$ cat src/core/timer_map.svh
`ifndef TIMER_MAP_SVH
`define TIMER_MAP_SVH

// ----------------------------------------
// Register address and bit positions
// ----------------------------------------
`define TIMER_CONTROL_ADDR 8'h91
`define TIMER_CONTROL_RESET 8'h00
`define BIT_HIGH_OVF 7
`define BIT_LOW_OVF 6
`define BIT_LOW_IRQ_EN 5
`define BIT_UNUSED_HI 4
`define BIT_SPLIT 3
`define BIT_RUN 2
`define BIT_UNUSED_LO 1
`define BIT_EXT_CLK 0
`define CONTROL_RW_MASK 8'hed

// ----------------------------------------
// Prescaler counts
// ----------------------------------------
`define SYS_DIV 4'hc
`define EXT_DIV 4'h8

`endif

$ cat src/core/timer_pkg.sv
package timer_pkg;
  typedef logic [7:0] byte_t;
  typedef logic [2:0] bit_index_t;
  typedef enum logic [1:0] {
    SRC_DIV12 = 2'b01,
    SRC_EXT8 = 2'b10
  } tick_src_t;
endpackage

$ cat src/core/ext_clock_prescaler.sv
`timescale 1ns/100ps
`include "timer_map.svh"

module ext_clock_prescaler (
  // Clock and reset
  input wire logic clk_i,
  input wire logic rstn_i,
  // External clock pin
  input wire logic ext_clk_i,
  // Tick out
  output logic ext_tick_o
);
  logic sync1_reg, sync1_next;
  logic sync2_reg, sync2_next;
  logic prev_reg, prev_next;
  logic [3:0] cnt_reg, cnt_next;
  logic tick_reg, tick_next;

  // ----------------------------------------
  // Synchroniser, edge detect, divide by 8
  // ----------------------------------------
  always_comb begin
    sync1_next = ext_clk_i;
    sync2_next = sync1_reg;
    prev_next = sync2_reg;
    cnt_next = cnt_reg;
    tick_next = 1'b0;
    if (sync2_reg && !prev_reg) begin
      if (cnt_reg == `EXT_DIV - 4'h1) begin
        cnt_next = 4'h0;
        tick_next = 1'b1;
      end else begin
        cnt_next = cnt_reg + 4'h1;
      end
    end
  end

  always_ff @(posedge clk_i) begin
    if (!rstn_i) begin
      sync1_reg <= 1'b0;
      sync2_reg <= 1'b0;
      prev_reg <= 1'b0;
      cnt_reg <= 4'h0;
      tick_reg <= 1'b0;
    end else begin
      sync1_reg <= sync1_next;
      sync2_reg <= sync2_next;
      prev_reg <= prev_next;
      cnt_reg <= cnt_next;
      tick_reg <= tick_next;
    end
  end

  assign ext_tick_o = tick_reg;
endmodule

$ cat src/core/split_autoreload_timer.sv
`timescale 1ns/100ps
`include "timer_map.svh"

// How it works
// - High overflow flag sets when upper byte wraps from 0xff and reloads from its reload byte.
// - In 16-bit mode high flag sets when whole counter wraps 0xffff to the two reload bytes.
// - With timer interrupt enabled, high flag setting raises interrupt request.
// - Flags never cleared by hardware; only software writing zero clears them.
// - Low overflow flag sets on low byte wrap, in both modes.
// - Low irq enable plus timer interrupt enable: low overflow raises interrupt.
// - Control bits 4 and 1 read zero and ignore writes.
// - Split enable zero gives one 16-bit counter; one gives two 8-bit counters.
// - Run bit starts counting; in split mode only gates high byte.
// - External select zero counts clock/12; one counts synchronised external/8.
// - In split mode external select applies to both bytes, overridable per byte.
// - Control register at address 0x91 with byte read, byte write and single-bit write.
// - Per-byte system clock select one picks undivided clock, else defers; high byte select acts in split mode only.
// - In split mode each byte reloads from its own reload byte.
module split_autoreload_timer (
  // Clock and reset
  input wire logic clk_i,
  input wire logic rstn_i,
  // Special-function register port
  input wire logic [7:0] sfr_addr_i,
  input wire logic sfr_wr_i,
  input wire timer_pkg::byte_t sfr_wdata_i,
  input wire logic sfr_bit_wr_i,
  input wire timer_pkg::bit_index_t sfr_bit_sel_i,
  input wire logic sfr_bit_val_i,
  output timer_pkg::byte_t sfr_rdata_o,
  // Clock selects and reload values
  input wire logic high_byte_system_clock_select_i,
  input wire logic low_byte_system_clock_select_i,
  input wire timer_pkg::byte_t reload_high_byte_i,
  input wire timer_pkg::byte_t reload_low_byte_i,
  input wire logic ext_clk_i,
  // Interrupt enable and request
  input wire logic timer_irq_enable_i,
  output logic irq_o,
  // Count value
  output timer_pkg::byte_t count_high_byte_o,
  output timer_pkg::byte_t count_low_byte_o
);
  import timer_pkg::*;

  byte_t timer_control_reg, timer_control_next;
  byte_t count_high_byte_reg, count_high_byte_next;
  byte_t count_low_byte_reg, count_low_byte_next;
  logic [3:0] div_reg, div_next;
  logic div_tick_reg, div_tick_next;
  logic irq_reg, irq_next;
  logic ext_tick;
  logic src_tick;
  logic high_tick, low_tick;
  logic split_mode_enable, run_control, ext_clock_select, low_overflow_irq_enable;
  logic high_wrap, low_wrap;
  tick_src_t src;

  // ----------------------------------------
  // Per-byte tick selection
  // ----------------------------------------
  function automatic logic pick_tick(input logic system_clock_sel, input logic shared_tick);
    pick_tick = system_clock_sel ? 1'b1 : shared_tick;
  endfunction

  ext_clock_prescaler u_ext (
    .clk_i(clk_i),
    .rstn_i(rstn_i),
    .ext_clk_i(ext_clk_i),
    .ext_tick_o(ext_tick)
  );

  assign split_mode_enable = timer_control_reg[`BIT_SPLIT];
  assign run_control = timer_control_reg[`BIT_RUN];
  assign ext_clock_select = timer_control_reg[`BIT_EXT_CLK];
  assign low_overflow_irq_enable = timer_control_reg[`BIT_LOW_IRQ_EN];
  assign src = ext_clock_select ? SRC_EXT8 : SRC_DIV12;

  // ----------------------------------------
  // Divide-by-12 prescaler
  // ----------------------------------------
  always_comb begin
    div_tick_next = 1'b0;
    div_next = div_reg + 4'h1;
    if (div_reg == `SYS_DIV - 4'h1) begin
      div_next = 4'h0;
      div_tick_next = 1'b1;
    end
  end

  always_ff @(posedge clk_i) begin
    if (!rstn_i) begin
      div_reg <= 4'h0;
      div_tick_reg <= 1'b0;
    end else begin
      div_reg <= div_next;
      div_tick_reg <= div_tick_next;
    end
  end

  // ----------------------------------------
  // Counters
  // ----------------------------------------
  always_comb begin
    case (src)
      SRC_DIV12: src_tick = div_tick_reg;
      SRC_EXT8: src_tick = ext_tick;
      default: src_tick = 1'b0;
    endcase
    // Each byte takes the selected source unless its own system clock select is set; 16-bit mode uses the low tick only
    high_tick = pick_tick(high_byte_system_clock_select_i, src_tick);
    low_tick = pick_tick(low_byte_system_clock_select_i, src_tick);
    count_high_byte_next = count_high_byte_reg;
    count_low_byte_next = count_low_byte_reg;
    high_wrap = 1'b0;
    low_wrap = 1'b0;
    if (split_mode_enable) begin
      if (low_tick) begin
        if (count_low_byte_reg == 8'hff) begin
          low_wrap = 1'b1;
          count_low_byte_next = reload_low_byte_i;
        end else begin
          count_low_byte_next = count_low_byte_reg + 8'h01;
        end
      end
      if (run_control && high_tick) begin
        if (count_high_byte_reg == 8'hff) begin
          high_wrap = 1'b1;
          count_high_byte_next = reload_high_byte_i;
        end else begin
          count_high_byte_next = count_high_byte_reg + 8'h01;
        end
      end
    end else if (run_control && low_tick) begin
      if (count_low_byte_reg == 8'hff) begin
        low_wrap = 1'b1;
        if (count_high_byte_reg == 8'hff) begin
          high_wrap = 1'b1;
          count_high_byte_next = reload_high_byte_i;
          count_low_byte_next = reload_low_byte_i;
        end else begin
          count_high_byte_next = count_high_byte_reg + 8'h01;
          count_low_byte_next = 8'h00;
        end
      end else begin
        count_low_byte_next = count_low_byte_reg + 8'h01;
      end
    end
  end

  // ----------------------------------------
  // Control register
  // ----------------------------------------
  always_comb begin
    timer_control_next = timer_control_reg;
    if (sfr_addr_i == `TIMER_CONTROL_ADDR) begin
      if (sfr_wr_i) begin
        timer_control_next = sfr_wdata_i & `CONTROL_RW_MASK;
      end else if (sfr_bit_wr_i) begin
        timer_control_next[sfr_bit_sel_i] = sfr_bit_val_i;
        timer_control_next = timer_control_next & `CONTROL_RW_MASK;
      end
    end
    // Hardware set wins over software clear
    if (high_wrap) begin
      timer_control_next[`BIT_HIGH_OVF] = 1'b1;
    end
    if (low_wrap) begin
      timer_control_next[`BIT_LOW_OVF] = 1'b1;
    end
    irq_next = timer_irq_enable_i &&
               (high_wrap || (low_wrap && low_overflow_irq_enable));
  end

  always_ff @(posedge clk_i) begin
    if (!rstn_i) begin
      timer_control_reg <= `TIMER_CONTROL_RESET;
      count_high_byte_reg <= 8'h00;
      count_low_byte_reg <= 8'h00;
      irq_reg <= 1'b0;
    end else begin
      timer_control_reg <= timer_control_next;
      count_high_byte_reg <= count_high_byte_next;
      count_low_byte_reg <= count_low_byte_next;
      irq_reg <= irq_next;
    end
  end

  // ----------------------------------------
  // Outputs
  // ----------------------------------------
  assign sfr_rdata_o = (sfr_addr_i == `TIMER_CONTROL_ADDR) ? timer_control_reg : 8'h00;
  assign irq_o = irq_reg;
  assign count_high_byte_o = count_high_byte_reg;
  assign count_low_byte_o = count_low_byte_reg;
endmodule

$ cat config.mk
export PLATFORM = sky130hd
export DESIGN_NAME = split_autoreload_timer
export DESIGN_NICKNAME = d
export VERILOG_FILES = /design/src/core/timer_pkg.sv /design/src/core/ext_clock_prescaler.sv /design/src/core/split_autoreload_timer.sv
export VERILOG_INCLUDE_DIRS = /design/src /design/src/core
export SDC_FILE = /design/constraint.sdc
export NUM_CORES = 1
export LEC_CHECK = 0
export BUFFER_PORTS_ARGS = -buffer_cell sky130_fd_sc_hd__clkbuf_2
export CORE_MARGIN = 2
export CORE_UTILIZATION = 50
export CTS_CLUSTER_SIZE = 16
export DETAILED_ROUTE_END_ITERATION = 8
export HOLD_SLACK_MARGIN = 0.03
export PLACE_DENSITY = 0.8
export SLEW_MARGIN = 40
export SYNTH_ARGS = -nofsm -noshare
export SYNTH_HDL_FRONTEND = slang
export SYNTH_SLANG_ARGS = --single-unit
$ cat constraint.sdc
create_clock -name clk_i -period 5.19 [get_ports clk_i]
set_input_delay 0.2595 -clock clk_i [delete_from_list [all_inputs] [get_ports clk_i]]
set_output_delay 0.2595 -clock clk_i [all_outputs]
set_load 0.005 [all_outputs]
==> qor.csv, run 1 <==
metric,value,unit
status,finished clean,
drt drc,0,
clk_skew,4.32,ps
# setup viols final,0,
fin crit share,0.415,
Hold Slack,186,ps
Routed Antenna Nets,0,
Final Util,0.613,
grt ovf,0,
synthesis-to-finish area growth,20.0,%
Max Buffers Root-to-Sink,2,
Synth top area share,0.358,
# port buffers,64,
"top cells by count, synth","dfxtp_1, nand2_1, a21oi_1, o21ai_0, nor2_1",
Final Critical Period,2150,ps
Pre-Repair DR Iteration Count,4,
share of cells above drive strength 1,0.297,
PwrDens,218,mW/mm2
Max Cap Viol,0,
library cells used by synthesis,58,
worst hold path class,in2reg,
post-layout power,0.000527,W
Via Count,2011,
Post-Synthesis Cells,240,
Inst Count DP,342,
# rows,23,
CP Cell Sequence,"ha_1, and4_1, o211ai_2, a21oi_4, a41oi_2, a311oi_2",
Least-Margin Pin Slew,780,ps
"Hold Vio Cnt, Final",0,
largest net degree at the start of global routing,22,
clock root cell,clkbuf_8,
Overall Global Routing Usage,0.221,
Worst EP arrival,2350,ps
Critical Path Source Type,register,
leading area contributor after synthesis,dfxtp_1,
"Largest stage delay, worst path",450,ps
Async SR Flop Fraction,0,
CP max stage cell,a21oi_4,
global-route wire length before repair,7.58,mm
total CTS buffers,5,
max-slew violation count,0,
post-CTS setup buffer count,0,
H-tree Lvls,2,
DRT Wirelength,4.76,mm
Finished Layout Cells,350,
I/O Pins,69,
"Seq/Total Area, Yosys",0.358,
FMAX,464,MHz
post_cts resized,0,
most frequent cell after synthesis,dfxtp_1,
DIE WIDTH,67.5,um
Clock Latency Late Sink,290,ps
Nets,347,
CP Capture Type,register,
"EDFF count, synth",0,
ANT cells,0,
average wire per standard cell,13.6,um
DPL Wire Length,3.34,mm
DRT iter0 DRCs,107,
gpl congestion,0.769,
initial antenna violation count,0,
Critical Path RT,5390,ps
clock slew at reported path FFs,70,ps
core area,0.00394,mm2
VDD IR max,118,uV
worst rel slew slack,0.480,
post-synthesis area per instance,8.39,um2
Netlist Area Pre-Place,0.00201,mm2
Via density,5.75,
RSZ-0062 raised after global routing,false,
Ys Warns,0,
CTS tree,built,
Setup CP Type,reg2reg,
hold buffers post-CTS,0,
CTS sink cnt,36,
synthesis-stage register bit count,36,
Lkg Pwr,1.01,nW
die area,0.00455,mm2
initial core utilization,0.511,
"critical path fanouts, max",17,
Setup TNS,0,ps
top post-synthesis cells by area,"dfxtp_1, a21oi_1, nand2_1",
Die Ht,67.5,um
"Top FF cell, synth",dfxtp_1,
vias in the first global route,1699,
stage by stage:
| step | setup slack [ps] | area [um2] |
|---|---|---|
| final | 3040 | 2420 |
| after global routing | 2900 | 2420 |
| after CTS | 3050 | 2420 |
| after detailed placement | 3110 | 2330 |
| after global placement | 3160 | 2330 |
| after floorplan | 3500 | 2020 |
metal layers:
metal | vias up | wire length (um) | GRT usage
met2 | 59 | 2380 | 0.374
met1 | 948 | 2040 | 0.269
met4 | 0 | 52 | 0.0663
met5 | - | 0 | 0
li1 | 997 | - | -
met3 | 7 | 290 | 0.0633
cell usage in the layout (no fill, tap or decap), types with 4 or more instances in the layout:
cell / Yosys / layout
mux2i_1: 4 / 4
inv_1: 6 / 6
clkbuf_2: 0 / 64
and2_1: 10 / 10
nand2b_1: 5 / 5
nor2_1: 14 / 14
clkbuf_8: 0 / 6
ha_1: 4 / 4
and3_1: 4 / 4
a31oi_1: 6 / 6
dfxtp_1: 36 / 36
a21oi_1: 27 / 27
nand2_1: 28 / 28
nor3_1: 5 / 5
nand3_1: 5 / 5
o21ai_0: 16 / 16
report_power, final:
group	leakage (nW)	switching [W]	total [W]	internal [W]
registers	0.291	0.00000252	0.000282	0.000280
clock network	0.0455	0.0000956	0.000204	0.000108
logic	0.675	0.0000220	0.0000413	0.0000193
total	1.01	0.000120	0.000527	0.000407
layout make-up:
type                    count  area, um2
well taps                  50       62.6
fillers                   357       1530
inverters                   6       22.5
multi-input cells         186       1200
clock buffers               8       90.1
repair buffers             64        320
flip-flops and latches     36        721
final timing paths:
path / from / cells past startpoint / slack (ps) / endpoint
worst min-delay path: ext_clk_i / 2 / 190 / u_ext.sync1_reg$_SDFF_PN0_
worst max register to register: count_low_byte_o[0]$_SDFFE_PN0P_ / 6 / 3040 / count_high_byte_o[6]$_SDFFE_PN0P_
worst min register to register: u_ext.sync1_reg$_SDFF_PN0_ / 1 / 440 / u_ext.prev_next$_SDFF_PN0_
worst max-delay path: count_low_byte_o[0]$_SDFFE_PN0P_ / 6 / 3040 / count_high_byte_o[6]$_SDFFE_PN0P_
kinds of logic after synthesis:
logic type	count (synthesis)	share of synthesized area
AOI/OAI and AO/OA	79	0.278
adders and majority gates	4	0.0248
muxes	5	0.0273
DFF	36	0.358
xor gates and xnor gates	2	0.00870
other	1	0.00186
buffers and inverters	19	0.0478
and+or+nand+nor	94	0.254
critical path, delay by kind of cell, from the launching register on:
family	cells	cell delay, ps
simple gates	1	290
compound gates	4	1050
flops	1	420
fa+ha+maj	1	290
(Power assumes the default switching activity.)
==> run 2: changes to the inputs <==
- ABC_AREA: not set -> 1
- CORE_UTILIZATION: 50 -> 45
- PLACE_DENSITY: 0.8 -> 0.75
- clock period: 5.19 -> 1.9 ns (I/O delays scaled with it)
==> qor.csv, run 2 <==
metric,value,unit
gpl congestion,0.856,
Final Critical Period,1590,ps
Routed Antenna Nets,0,
ANT cells,0,
Critical Path RT,2090,ps
Post-Synth XOR/XNOR Area,0.0211,
Max Buffers Root-to-Sink,2,
synthesis-stage register bit count,36,
Critical Path Source Type,register,
die area,0.00517,mm2
"top cells by count, synth","nand2_1, inv_1, nor2_1, dfxtp_1, nand3_1",
Nets,449,
"commonest non-fill, non-tap cell in the layout",nand2_1,
most frequent cells in the layout,"nand2_1, clkbuf_2, inv_1",
CP max stage cell,dfxtp_1,
drt drc,0,
CTS tree,built,
Die Ht,71.9,um
worst hold path class,in2reg,
Synth top area share,0.347,
largest family of logic cells by synthesized area,simple AND/OR/NAND/NOR gates,
CTS sink cnt,36,
Finished Layout Cells,453,
DIE WIDTH,71.9,um
max-slew violation count,0,
fill cell count,445,
Post-Synthesis Cells,328,
Hold Slack,39.6,ps
"Seq/Total Area, Yosys",0.347,
clock slew at reported path FFs,70,ps
Max Cap Viol,0,
VDD IR max,414,uV
mux cell area share after synthesis,0,
Overall Global Routing Usage,0.194,
FMAX,630,MHz
CP Cell Sequence,"ha_1, nand3_1, inv_1, nand3_1, nand2_1, nand2_2, o21ai_0, nor2_1",
# setup viols final,0,
Async SR Flop Fraction,0,
PwrDens,567,mW/mm2
# port buffers,64,
core area,0.00438,mm2
Ys Warns,0,
Synth Area in Simple Gates,0.377,
clk_skew,10.4,ps
Worst path most repeated cell,nand3_1,
most frequent cell after synthesis,nand2_1,
Via density,4.95,
post-synthesis adder-cell area fraction,0.0241,
top post-synthesis cells by area,"dfxtp_1, nand2_1, nand3_1",
DPL Wire Length,3.66,mm
Setup TNS,0,ps
largest net degree at the start of global routing,15,
initial core utilization,0.473,
average wire per standard cell,10.2,um
global-route wire length before repair,8.14,mm
"Top FF cell, synth",dfxtp_1,
grt ovf,0,
Netlist Area Pre-Place,0.00208,mm2
total CTS buffers,5,
Inst Count DP,443,
cell family with most CP delay,simple AND/OR/NAND/NOR gates,
Setup CP Type,reg2reg,
H-tree Lvls,2,
DRT Wirelength,4.63,mm
RSZ-0062 raised after global routing,false,
library cells used by synthesis,29,
"Hold Vio Cnt, Final",0,
CP bufs+invs,1,
"EDFF count, synth",0,
leading area contributor after synthesis,dfxtp_1,
Lkg Pwr,1.23,nW
post_cts resized,0,
fin crit share,0.836,
"Largest stage delay, worst path",410,ps
Via Count,2241,
share of cells above drive strength 1,0.229,
Pre-Repair DR Iteration Count,4,
CP Capture Type,register,
post-synthesis area per instance,6.33,um2
initial antenna violation count,0,
post-synthesis compound-gate area fraction,0.131,
# rows,24,
"critical path fanouts, max",8,
vias in the first global route,2022,
status,finished clean,
clock root cell,clkbuf_8,
I/O Pins,69,
Worst EP arrival,1770,ps
synthesis-to-finish area growth,24.7,%
DRT iter0 DRCs,129,
Clock Latency Late Sink,290,ps
==> run 2: worst paths after layout <==
check                                    from                           endpoint  slack [ps]  cells past startpoint
max          count_low_byte_o[0]$_SDFFE_PN0P_  count_high_byte_o[0]$_SDFFE_PN0P_         310                      8
min                        timer_irq_enable_i                   irq_o$_SDFF_PN0_          40                      3
max reg2reg  count_low_byte_o[0]$_SDFFE_PN0P_  count_high_byte_o[0]$_SDFFE_PN0P_         310                      8
min reg2reg        u_ext.sync1_reg$_SDFF_PN0_         u_ext.prev_next$_SDFF_PN0_         410                      2
==> run 2: stage by stage <==
stage | utilization | cell area [um2] | power [W] | setup slack, ps
after floorplan | - | 2080 | 0.000845 | 502
after global placement | 0.562 | 2460 | 0.000899 | 352
after detailed placement | 0.562 | 2460 | 0.000902 | 303
after CTS | 0.590 | 2590 | 0.00149 | 304
after global routing | 0.590 | 2590 | 0.00153 | 86.9
final | 0.590 | 2590 | 0.00147 | 312
==> run 2: worst reg2reg max path, stage by stage (launching register included) <==
cell	delay, ps
dfxtp_1	410
ha_1	210
nand3_1	110
inv_1	120
nand3_1	130
nand2_1	150
nand2_2	140
o21ai_0	170
nor2_1	50
==> run 2: power breakdown <==
| group | leakage (nW) | switching [W] | internal [W] | total [W] |
|---|---|---|---|---|
| registers | 0.291 | 0.00000565 | 0.000765 | 0.000770 |
| logic | 0.885 | 0.0000612 | 0.0000569 | 0.000118 |
| clock network | 0.0503 | 0.000256 | 0.000323 | 0.000578 |
| total | 1.23 | 0.000322 | 0.00114 | 0.00147 |
==> run 2: per-layer routing <==
metal | vias to the layer above | GRT usage | part of all wire
li1 | 1181 | - | -
met1 | 991 | 0.239 | 0.45
met2 | 62 | 0.332 | 0.48
met3 | 7 | 0.0500 | 0.056
met4 | 0 | 0.0629 | 0.012
met5 | - | 0 | 0
==> run 2: final cells by class <==
cell class	count	area, um2	share of cell area
multi-input cells	242	1160	0.447
repair buffers	71	380	0.147
well taps	52	65.1	0.0251
flip-flops and latches	36	721	0.278
clock buffers	7	96.3	0.0372
inverters	45	169	0.0652
==> run 2: cell families after synthesis <==
family / after synthesis
buffers and inverters: 51
other: 1
AOI/OAI and AO/OA: 50
xor gates and xnor gates: 5
DFF: 36
adders and majority gates: 4
and+or+nand+nor: 181
==> run 2: repair_timing <==
| item | 4_1_cts | 5_1_grt |
|---|---|---|
| setup buffers | 0 | 0 |
| hold endpoints to repair | 3 | 0 |
| hold buffers | 3 | 0 |
